$ cat config.mk
export PLATFORM = sky130hd
export DESIGN_NAME = power_save_mode_control
export DESIGN_NICKNAME = d
export VERILOG_FILES = /design/src/pwr_mode_pkg.sv /design/src/power_save_mode_control.sv
export SDC_FILE = /design/constraint.sdc
export NUM_CORES = 1
export LEC_CHECK = 0
export ABC_CLOCK_PERIOD_IN_PS = 2700
export BUFFER_PORTS_ARGS = -buffer_cell sky130_fd_sc_hd__buf_4
export CORE_ASPECT_RATIO = 0.5
export CORE_UTILIZATION = 45
export DETAILED_ROUTE_END_ITERATION = 10
export GPL_ROUTABILITY_DRIVEN = 0
export PLACE_DENSITY = 0.77
export SLEW_MARGIN = 20
export SYNTH_ARGS = -nofsm -noshare
export SYNTH_HDL_FRONTEND = slang
export SYNTH_SLANG_ARGS = --single-unit
$ cat constraint.sdc
create_clock -name clk_i -period 2.7 [get_ports clk_i]
set_input_delay 0.135 -clock clk_i [delete_from_list [all_inputs] [get_ports clk_i]]
set_output_delay 0.135 -clock clk_i [all_outputs]
set_load 0.1 [all_outputs]
$ cat src/pwr_mode_pkg.sv
// Package for the power-save mode controller: register map, fields, states.
// Assumes a classic Wishbone slave with 32-bit data and byte addressing.
package pwr_mode_pkg;

  // ==========================================================
  // Register byte offsets
  localparam logic [7:0] deep_sleep_control_addr = 8'h00;
  localparam logic [7:0] wake_source_flags_addr = 8'h04;
  localparam logic [7:0] reset_control_addr = 8'h08;
  localparam logic [7:0] interrupt_vector_status_addr = 8'h0c;
  localparam logic [7:0] power_config_addr = 8'h10;
  localparam logic [7:0] power_status_addr = 8'h14;

  // ==========================================================
  // Field positions
  localparam int arm_bit = 15;
  localparam int release_bit = 0;
  localparam int brownout_flag_bit = 1;
  localparam int deep_sleep_status_bit = 10;
  localparam int pending_irq_bit = 15;
  // Wake source flag positions
  localparam int wk_por = 0;
  localparam int wk_master_clear_pin = 1;
  localparam int wk_alarm = 2;
  localparam int wk_ext = 3;
  localparam int wk_deep_sleep_watchdog = 4;
  localparam int wk_width = 5;
  // Configuration register fields
  localparam int cfg_wdt_en = 0;
  localparam int cfg_cal_en = 1;
  localparam int cfg_cal_on_low_power_rc_clock = 2;
  localparam int cfg_cfm_en = 3;
  localparam int cfg_regulator_en = 4;
  localparam int cfg_alarm_wake_en = 5;
  localparam int cfg_ext_wake_en = 6;
  localparam int cfg_deep_sleep_watchdog_en = 7;
  localparam int cfg_width = 8;

  // ==========================================================
  // Timing: arm window in instruction cycles
  localparam logic [1:0] arm_window_cycles = 2'h3;
  // Cycles from wake until the power-on sequence is taken as complete
  localparam logic [3:0] por_settle_cycles = 4'h8;

  localparam logic [31:0] unmapped_read = 32'h0000_0000;

  // ==========================================================
  // Power-save instruction operands
  localparam logic operand_sleep = 1'b0;
  localparam logic operand_idle = 1'b1;

  typedef enum logic [2:0] {
    st_run = 3'b000,
    st_sleep = 3'b001,
    st_idle = 3'b010,
    st_deep = 3'b011,
    st_por = 3'b100
  } mode_e;

  // Wake event inputs grouped together
  typedef struct packed {
    logic irq;           // Any individually enabled interrupt
    logic dev_reset;     // Any device reset request
    logic wdt_timeout;
    logic por;
    logic master_clear_pin;
    logic alarm;
    logic ext;
    logic deep_sleep_watchdog_timeout;
    logic deep_sleep_brownout;
  } wake_s;

  // Gating outputs grouped together
  typedef struct packed {
    logic cpu_clk_en;
    logic sys_osc_en;
    logic periph_clk_en;
    logic low_power_rc_clock_en;
    logic io_freeze;
    logic core_supply_en;
    logic wdt_clear;
    logic deep_sleep_watchdog_clear;
  } gate_s;

endpackage

$ cat src/power_save_mode_control.sv
// Power-save mode controller: Sleep, Idle and Deep Sleep entry, gating and wake.
// Assumes the CPU pulses pwrsav_i once per power-save instruction and that
// instr_tick_i marks each instruction cycle; registers sit on classic Wishbone.
//
// Implementation choices: the register offsets and the Wishbone interface to the registers.
`timescale 1ns/10ps
module power_save_mode_control (
  // Clock and reset
  input wire logic clk_i,
  input wire logic rst_i,
  // Wishbone slave
  input wire logic cyc_i,
  input wire logic stb_i,
  input wire logic we_i,
  input wire logic [7:0] adr_i,
  input wire logic [3:0] sel_i,
  input wire logic [31:0] dat_i,
  output logic [31:0] dat_o,
  output logic ack_o,
  // CPU side
  input wire logic instr_tick_i,
  input wire logic pwrsav_i,
  input wire logic pwrsav_operand_i,
  input wire logic pending_irq_i,
  input wire logic [2:0] osc_select_i,
  output logic pwrsav_skip_o,
  output logic resume_o,
  output logic [2:0] resume_osc_o,
  // Wake sources and gates
  input wire pwr_mode_pkg::wake_s wake_i,
  output pwr_mode_pkg::gate_s gate_o,
  output pwr_mode_pkg::mode_e mode_o
);

  // ==========================================================
  // State
  typedef struct packed {
    pwr_mode_pkg::mode_e mode;
    logic arm;
    logic [1:0] arm_cnt;
    logic release_io;
    logic brownout_flag;
    logic status;
    logic [pwr_mode_pkg::wk_width-1:0] wake;
    logic [pwr_mode_pkg::cfg_width-1:0] cfg;
    logic irq_held;
    logic [2:0] saved_osc;
    logic [3:0] por_cnt;
    logic resume;
    logic skip;
    logic wdt_clear;
    logic deep_sleep_watchdog_clear;
    logic ack;
    logic [31:0] rdata;
  } state_s;

  state_s r;
  state_s next_r;

  function automatic logic [31:0] read_mux(input state_s s, input logic [7:0] a);
    logic [31:0] d;
    d = pwr_mode_pkg::unmapped_read;
    if (a == pwr_mode_pkg::deep_sleep_control_addr) begin
      d[pwr_mode_pkg::arm_bit] = s.arm;
      d[pwr_mode_pkg::brownout_flag_bit] = s.brownout_flag;
      d[pwr_mode_pkg::release_bit] = s.release_io;
    end else if (a == pwr_mode_pkg::wake_source_flags_addr) begin
      d[pwr_mode_pkg::wk_width-1:0] = s.wake;
    end else if (a == pwr_mode_pkg::reset_control_addr) begin
      d[pwr_mode_pkg::deep_sleep_status_bit] = s.status;
    end else if (a == pwr_mode_pkg::interrupt_vector_status_addr) begin
      d[pwr_mode_pkg::pending_irq_bit] = pending_irq_i;
    end else if (a == pwr_mode_pkg::power_config_addr) begin
      d[pwr_mode_pkg::cfg_width-1:0] = s.cfg;
    end else if (a == pwr_mode_pkg::power_status_addr) begin
      d[2:0] = s.mode;
    end
    return d;
  endfunction

  logic bus_req;
  logic wr;
  logic wr_ctl;
  logic wr_rst;
  logic wr_cfg;
  logic [pwr_mode_pkg::wk_width-1:0] ds_events;
  logic ds_wake;
  logic sleep_wake;

  assign bus_req = cyc_i && stb_i && !r.ack;
  assign wr = bus_req && we_i;
  assign wr_ctl = wr && adr_i == pwr_mode_pkg::deep_sleep_control_addr;
  assign wr_rst = wr && adr_i == pwr_mode_pkg::reset_control_addr;
  assign wr_cfg = wr && adr_i == pwr_mode_pkg::power_config_addr && sel_i[0];

  // Deep Sleep wake events, alarm, external and deep sleep watchdog only while enabled in the configuration register
  always_comb begin
    ds_events = '0;
    ds_events[pwr_mode_pkg::wk_por] = wake_i.por;
    ds_events[pwr_mode_pkg::wk_master_clear_pin] = wake_i.master_clear_pin;
    ds_events[pwr_mode_pkg::wk_alarm] = wake_i.alarm && r.cfg[pwr_mode_pkg::cfg_alarm_wake_en];
    ds_events[pwr_mode_pkg::wk_ext] = wake_i.ext && r.cfg[pwr_mode_pkg::cfg_ext_wake_en];
    ds_events[pwr_mode_pkg::wk_deep_sleep_watchdog] = wake_i.deep_sleep_watchdog_timeout
                                        && r.cfg[pwr_mode_pkg::cfg_deep_sleep_watchdog_en];
  end
  assign ds_wake = |ds_events;
  assign sleep_wake = wake_i.irq || wake_i.dev_reset || wake_i.wdt_timeout
                      || r.irq_held;

  // ==========================================================
  // Next state
  always_comb begin
    next_r = r;
    next_r.resume = 1'b0;
    next_r.skip = 1'b0;
    next_r.wdt_clear = 1'b0;
    next_r.deep_sleep_watchdog_clear = 1'b0;
    next_r.ack = bus_req;
    next_r.rdata = bus_req ? read_mux(r, adr_i) : r.rdata;

    // Register writes
    if (wr_ctl && sel_i[1]) begin
      next_r.arm = dat_i[pwr_mode_pkg::arm_bit];
      next_r.arm_cnt = '0;
      if (dat_i[pwr_mode_pkg::arm_bit]) begin
        next_r.wake = '0;
      end
    end
    if (wr_ctl && sel_i[0] && !dat_i[pwr_mode_pkg::release_bit]) begin
      next_r.release_io = 1'b0;
    end
    if (wr_ctl && sel_i[0] && !dat_i[pwr_mode_pkg::brownout_flag_bit]) begin
      next_r.brownout_flag = 1'b0;
    end
    if (wr_rst && sel_i[1] && !dat_i[pwr_mode_pkg::deep_sleep_status_bit]) begin
      next_r.status = 1'b0;
    end
    if (wr_cfg) begin
      next_r.cfg = dat_i[pwr_mode_pkg::cfg_width-1:0];
    end

    // Arm window counted in instruction cycles, only before entry: once in
    // Deep Sleep the arm bit must stay set until the exit clears it
    if (r.mode == pwr_mode_pkg::st_run && r.arm && instr_tick_i && !(wr_ctl && sel_i[1])) begin
      if (r.arm_cnt == pwr_mode_pkg::arm_window_cycles) begin
        next_r.arm = 1'b0;
      end else begin
        next_r.arm_cnt = r.arm_cnt + 2'h1;
      end
    end

    case (r.mode)
      pwr_mode_pkg::st_run: begin
        if (pwrsav_i) begin
          if (r.arm && pwrsav_operand_i == pwr_mode_pkg::operand_sleep) begin
            if (pending_irq_i || !r.cfg[pwr_mode_pkg::cfg_regulator_en]) begin
              next_r.skip = 1'b1;
              next_r.arm = 1'b0;
            end else begin
              next_r.mode = pwr_mode_pkg::st_deep;
              next_r.arm = 1'b1;
              next_r.status = 1'b1;
              next_r.release_io = 1'b1;
              next_r.deep_sleep_watchdog_clear = 1'b1;
            end
          end else if (pwrsav_operand_i == pwr_mode_pkg::operand_sleep) begin
            next_r.mode = pwr_mode_pkg::st_sleep;
            next_r.saved_osc = osc_select_i;
            next_r.wdt_clear = r.cfg[pwr_mode_pkg::cfg_wdt_en];
            next_r.irq_held = wake_i.irq;
          end else begin
            next_r.mode = pwr_mode_pkg::st_idle;
            next_r.wdt_clear = r.cfg[pwr_mode_pkg::cfg_wdt_en];
            next_r.irq_held = wake_i.irq;
          end
        end
      end
      pwr_mode_pkg::st_sleep, pwr_mode_pkg::st_idle: begin
        next_r.irq_held = 1'b0;
        if (sleep_wake) begin
          next_r.mode = pwr_mode_pkg::st_run;
          next_r.resume = 1'b1;
        end
      end
      pwr_mode_pkg::st_deep: begin
        if (wake_i.deep_sleep_brownout) begin
          next_r.brownout_flag = 1'b1;
          next_r.release_io = 1'b0;
        end
        if (ds_wake) begin
          next_r.wake = r.wake | ds_events;
          next_r.arm = 1'b0;
          next_r.mode = pwr_mode_pkg::st_por;
          next_r.por_cnt = '0;
          if (wake_i.por) begin
            next_r.release_io = 1'b0;
          end
        end
      end
      pwr_mode_pkg::st_por: begin
        // Wake events here are not recorded
        if (r.por_cnt == pwr_mode_pkg::por_settle_cycles) begin
          next_r.mode = pwr_mode_pkg::st_run;
          next_r.resume = 1'b1;
        end else begin
          next_r.por_cnt = r.por_cnt + 4'h1;
        end
      end
      default: begin
        next_r.mode = pwr_mode_pkg::st_run;
      end
    endcase
  end

  always_ff @(posedge clk_i) begin
    if (rst_i) begin
      r <= '0;
    end else begin
      r <= next_r;
    end
  end

  // ==========================================================
  // Outputs
  logic in_sleep;
  logic in_deep;
  assign in_sleep = r.mode == pwr_mode_pkg::st_sleep;
  assign in_deep = r.mode == pwr_mode_pkg::st_deep || r.mode == pwr_mode_pkg::st_por;

  always_comb begin
    gate_o.cpu_clk_en = r.mode == pwr_mode_pkg::st_run;
    gate_o.sys_osc_en = !in_sleep && !in_deep;
    gate_o.periph_clk_en = !in_sleep && !in_deep;
    if (in_sleep) begin
      gate_o.low_power_rc_clock_en = r.cfg[pwr_mode_pkg::cfg_wdt_en]
                       || (r.cfg[pwr_mode_pkg::cfg_cal_en]
                           && r.cfg[pwr_mode_pkg::cfg_cal_on_low_power_rc_clock]);
    end else if (r.mode == pwr_mode_pkg::st_idle) begin
      gate_o.low_power_rc_clock_en = r.cfg[pwr_mode_pkg::cfg_wdt_en]
                       || r.cfg[pwr_mode_pkg::cfg_cfm_en];
    end else begin
      gate_o.low_power_rc_clock_en = 1'b1;
    end
    gate_o.io_freeze = in_sleep || r.release_io;
    gate_o.core_supply_en = !in_deep;
    gate_o.wdt_clear = r.wdt_clear;
    gate_o.deep_sleep_watchdog_clear = r.deep_sleep_watchdog_clear;
  end

  assign mode_o = r.mode;
  assign resume_o = r.resume;
  assign resume_osc_o = r.saved_osc;
  assign pwrsav_skip_o = r.skip;
  assign dat_o = r.rdata;
  assign ack_o = r.ack;

endmodule

==> flow_metrics.env <==
export IMPL_die_h_um=54.8
export IMPL_clockBufferDepth=2
export IMPL_yosysSeqAreaShare=0.359
export IMPL_critPathSlowestCell="and2b_1"
export IMPL_finalMaxSlewViolations=0
export IMPL_drc_errors=0
export IMPL_synthTopCellsByArea="dfxtp_1 (36%), buf_4 (13%), nand2_1 (6.4%), mux2i_1 (6.4%), nand3_1 (2.8%)"
export IMPL_setup_viol=0
export IMPL_path_cells="nand3b_2 > nor4_4 > and2b_1 > mux2i_1"
export IMPL_drt_iter0_markers=94
export IMPL_critical_path_required_ns=2.92
export IMPL_synth_seq_cells=45
export IMPL_diodes=0
export IMPL_cts_sinks=45
export IMPL_highest_layer="met4"
export IMPL_die_area_sq_mm=0.00589
export IMPL_tightest_slew_ns=0.559
export IMPL_drive_gt1_frac=0.250
export IMPL_grt_pass1_vias=1936
export IMPL_via_count=2143
export IMPL_critPathMaxFanout=9
export IMPL_fin_setup_tns_ns=0
export IMPL_max_stage_delay_ns=0.49
export IMPL_yosys_area_share_simple=0.262
export IMPL_numCtsBuffers=5
export IMPL_status="finished, final reports clean"
export IMPL_cp_arrival_ns=2.21
export IMPL_ir_drop_mv=0.275
export IMPL_start_util=0.488
export IMPL_clk_pin_slew_ns=0.08
export IMPL_cts_root_buffer="clkbuf_8"
export IMPL_synth_compound_area_share=0.117
export IMPL_synth_top_area_frac=0.359
export IMPL_wl_met1_um=2520
export IMPL_core_area_sq_mm=0.00513
export IMPL_path_class="reg2reg"
export IMPL_crit_start="ack_o"
export IMPL_hold_class="in2reg"
export IMPL_ios=114
export IMPL_nFillCells=478
export IMPL_dr_pass1_iters=4
export IMPL_yosys_area_top_type="dfxtp_1"
export IMPL_worstHoldStart="wake_i[5]"
export IMPL_synthAdderAreaFrac=0.0150
export IMPL_slew_headroom=0.627
export IMPL_synthFlopType="dfxtp_1"
export IMPL_synth_area_sq_mm=0.00251
export IMPL_dieWidth_um=108
export IMPL_post_drt_via_cell_ratio=5.23
export IMPL_rows=18
export IMPL_finalHoldViolations=0
export IMPL_reg2reg_from="ack_o"
export IMPL_synthXorXnorAreaFrac=0.0140
export IMPL_wl_met3_um=369
export IMPL_post_cts_resized=0
export IMPL_grt_usage=0.200
export IMPL_clk_latency_ns=0.29
export IMPL_min_period_over_period=0.737
export IMPL_p_leak_nw=1.23
export IMPL_synth_most_common_cell="dfxtp_1"
export IMPL_syn_inst=298
export IMPL_path_delay_family="simple AND/OR/NAND/NOR gates"
export IMPL_crit_buf_inv=0
export IMPL_synthDistinctLibCells=53
export IMPL_multiInputGateArea_sq_mm=0.00127
export IMPL_async_flop_share=0
export IMPL_syn_to_final_growth_pct=15.3
export IMPL_postSynthAreaPerCell_sq_um=8.41
export IMPL_cap_violations=0
export IMPL_overflow=0
export IMPL_wire_per_inst_um=13.9
export IMPL_start_kind="flop"
export IMPL_dr_wl_met2_um=2740
export IMPL_wl_um=5690
export IMPL_post_cts_buffers=0
export IMPL_synth_edf_count=0
export IMPL_numPortBuffers=67
export IMPL_yosys_warnings=0
export IMPL_seq_area_sq_um=901
export IMPL_synth_top_cells_by_count="dfxtp_1 (45), buf_4 (43), nand2_1 (43), nor2_1 (17), mux2i_1 (16)"
export IMPL_synth_top_family_by_area="simple AND/OR/NAND/NOR gates"
export IMPL_p_total_mw=1.48
export IMPL_min_period_ns=1.99
export IMPL_nNetsFinal=408
export IMPL_hpwl_um=4230
export IMPL_ant_nets=0
export IMPL_hold_buffers=0
export IMPL_fmax_mhz=502
export IMPL_fin_skew_ns=0.00496
export IMPL_htreeDepth=2
export IMPL_cts_tree="built"
export IMPL_powerDensity_mw_per_mm2=512
export IMPL_synthMuxAreaShare=0.0639
export IMPL_antenna_found_initial=0
export IMPL_final_core_util=0.563
export IMPL_rsz0062_at_grt="no"
export IMPL_grt_pass1_wl_um=8960
export IMPL_grt_max_degree=29
export IMPL_endpoint_kind="flop"
## metal layers
| metal | vias to the layer above | track usage |
|---|---|---|
| met4 | 0 | 0.0708 |
| met1 | 1008 | 0.254 |
| met2 | 68 | 0.341 |
| li1 | 1059 | - |
| met5 | - | 0 |
| met3 | 8 | 0.0476 |
## report_power, final
| group | internal (mW) | switching [mW] | total [mW] |
|---|---|---|---|
| clock network | 0.202 | 0.220 | 0.423 |
| logic | 0.0823 | 0.292 | 0.375 |
| registers | 0.670 | 0.0111 | 0.681 |
## cell families after synthesis
kind of cell	count (synthesis)
other	1
XOR/XNOR	4
AND/OR/NAND/NOR	122
multiplexers	16
buffers and inverters	63
adder cells (fa/ha/maj)	3
AO/OA/AOI/OAI	44
flip-flops	45
## path summary, 6_finish.rpt
kind                            cells after the start  slack, ns         endpoint
worst max-delay path                                4       0.71            r[48]
worst min-delay path                                3       0.08            r[53]
worst min register to register                      2       0.46  resume_osc_o[1]
worst max register to register                      4       0.71            r[48]
## state kept, by name, indices dropped and copies added, names as in the netlist
name and count:
ack_o 1, dat_o 10, gate_o 2, mode_o 3, pwrsav_skip_o 1, r 24, resume_o 1, resume_osc_o 3
## layout by cell type, fill, tap and decap left out, drive strengths merged, types with 2 or more instances in the layout
cell type	count
conb	22
clkbuf	6
nor4	4
o221ai	2
nor3b	2
nor2b	2
nor3	12
nand2b	4
and3b	2
dfxtp	45
or3	4
nor4b	2
o21ai	7
or4	2
a21o	2
a32oi	2
o22ai	2
xor2	3
buf	68
and2	3
nor2	17
nand2	43
ha	3
a22oi	3
nand3	14
o31ai	2
nand4b	2
o41ai	2
a31oi	3
a21oi	13
or3b	2
nand4	2
mux2i	16
inv	9
nand3b	3
## worst reg2reg max path, stage by stage (launching register included)
cell	delay [ns]
dfxtp_1	0.34
nand3b_2	0.36
nor4_4	0.47
and2b_1	0.49
mux2i_1	0.25
## cell type report
cell class              count  share of cell area
multi-input cells         211               0.438
flip-flops and latches     45               0.312
repair buffers             68               0.177
well taps                  70              0.0303
clock buffers               6              0.0286
inverters                   9              0.0117
clock inverters             1             0.00260
## metrics by stage
stage	setup slack (ns)	instances	hold slack [ns]	area, sq um
6_report	0.710	410	0.0826	2890
5_1_grt	0.530	410	0.0878	2890
4_1_cts	0.710	410	0.0737	2890
3_5_place_dp	0.676	403	0.381	2800
3_3_place_gp	0.738	403	0.377	2800
2_1_floorplan	0.0314	319	0.265	2580
Power figures use the tool's default switching activity.
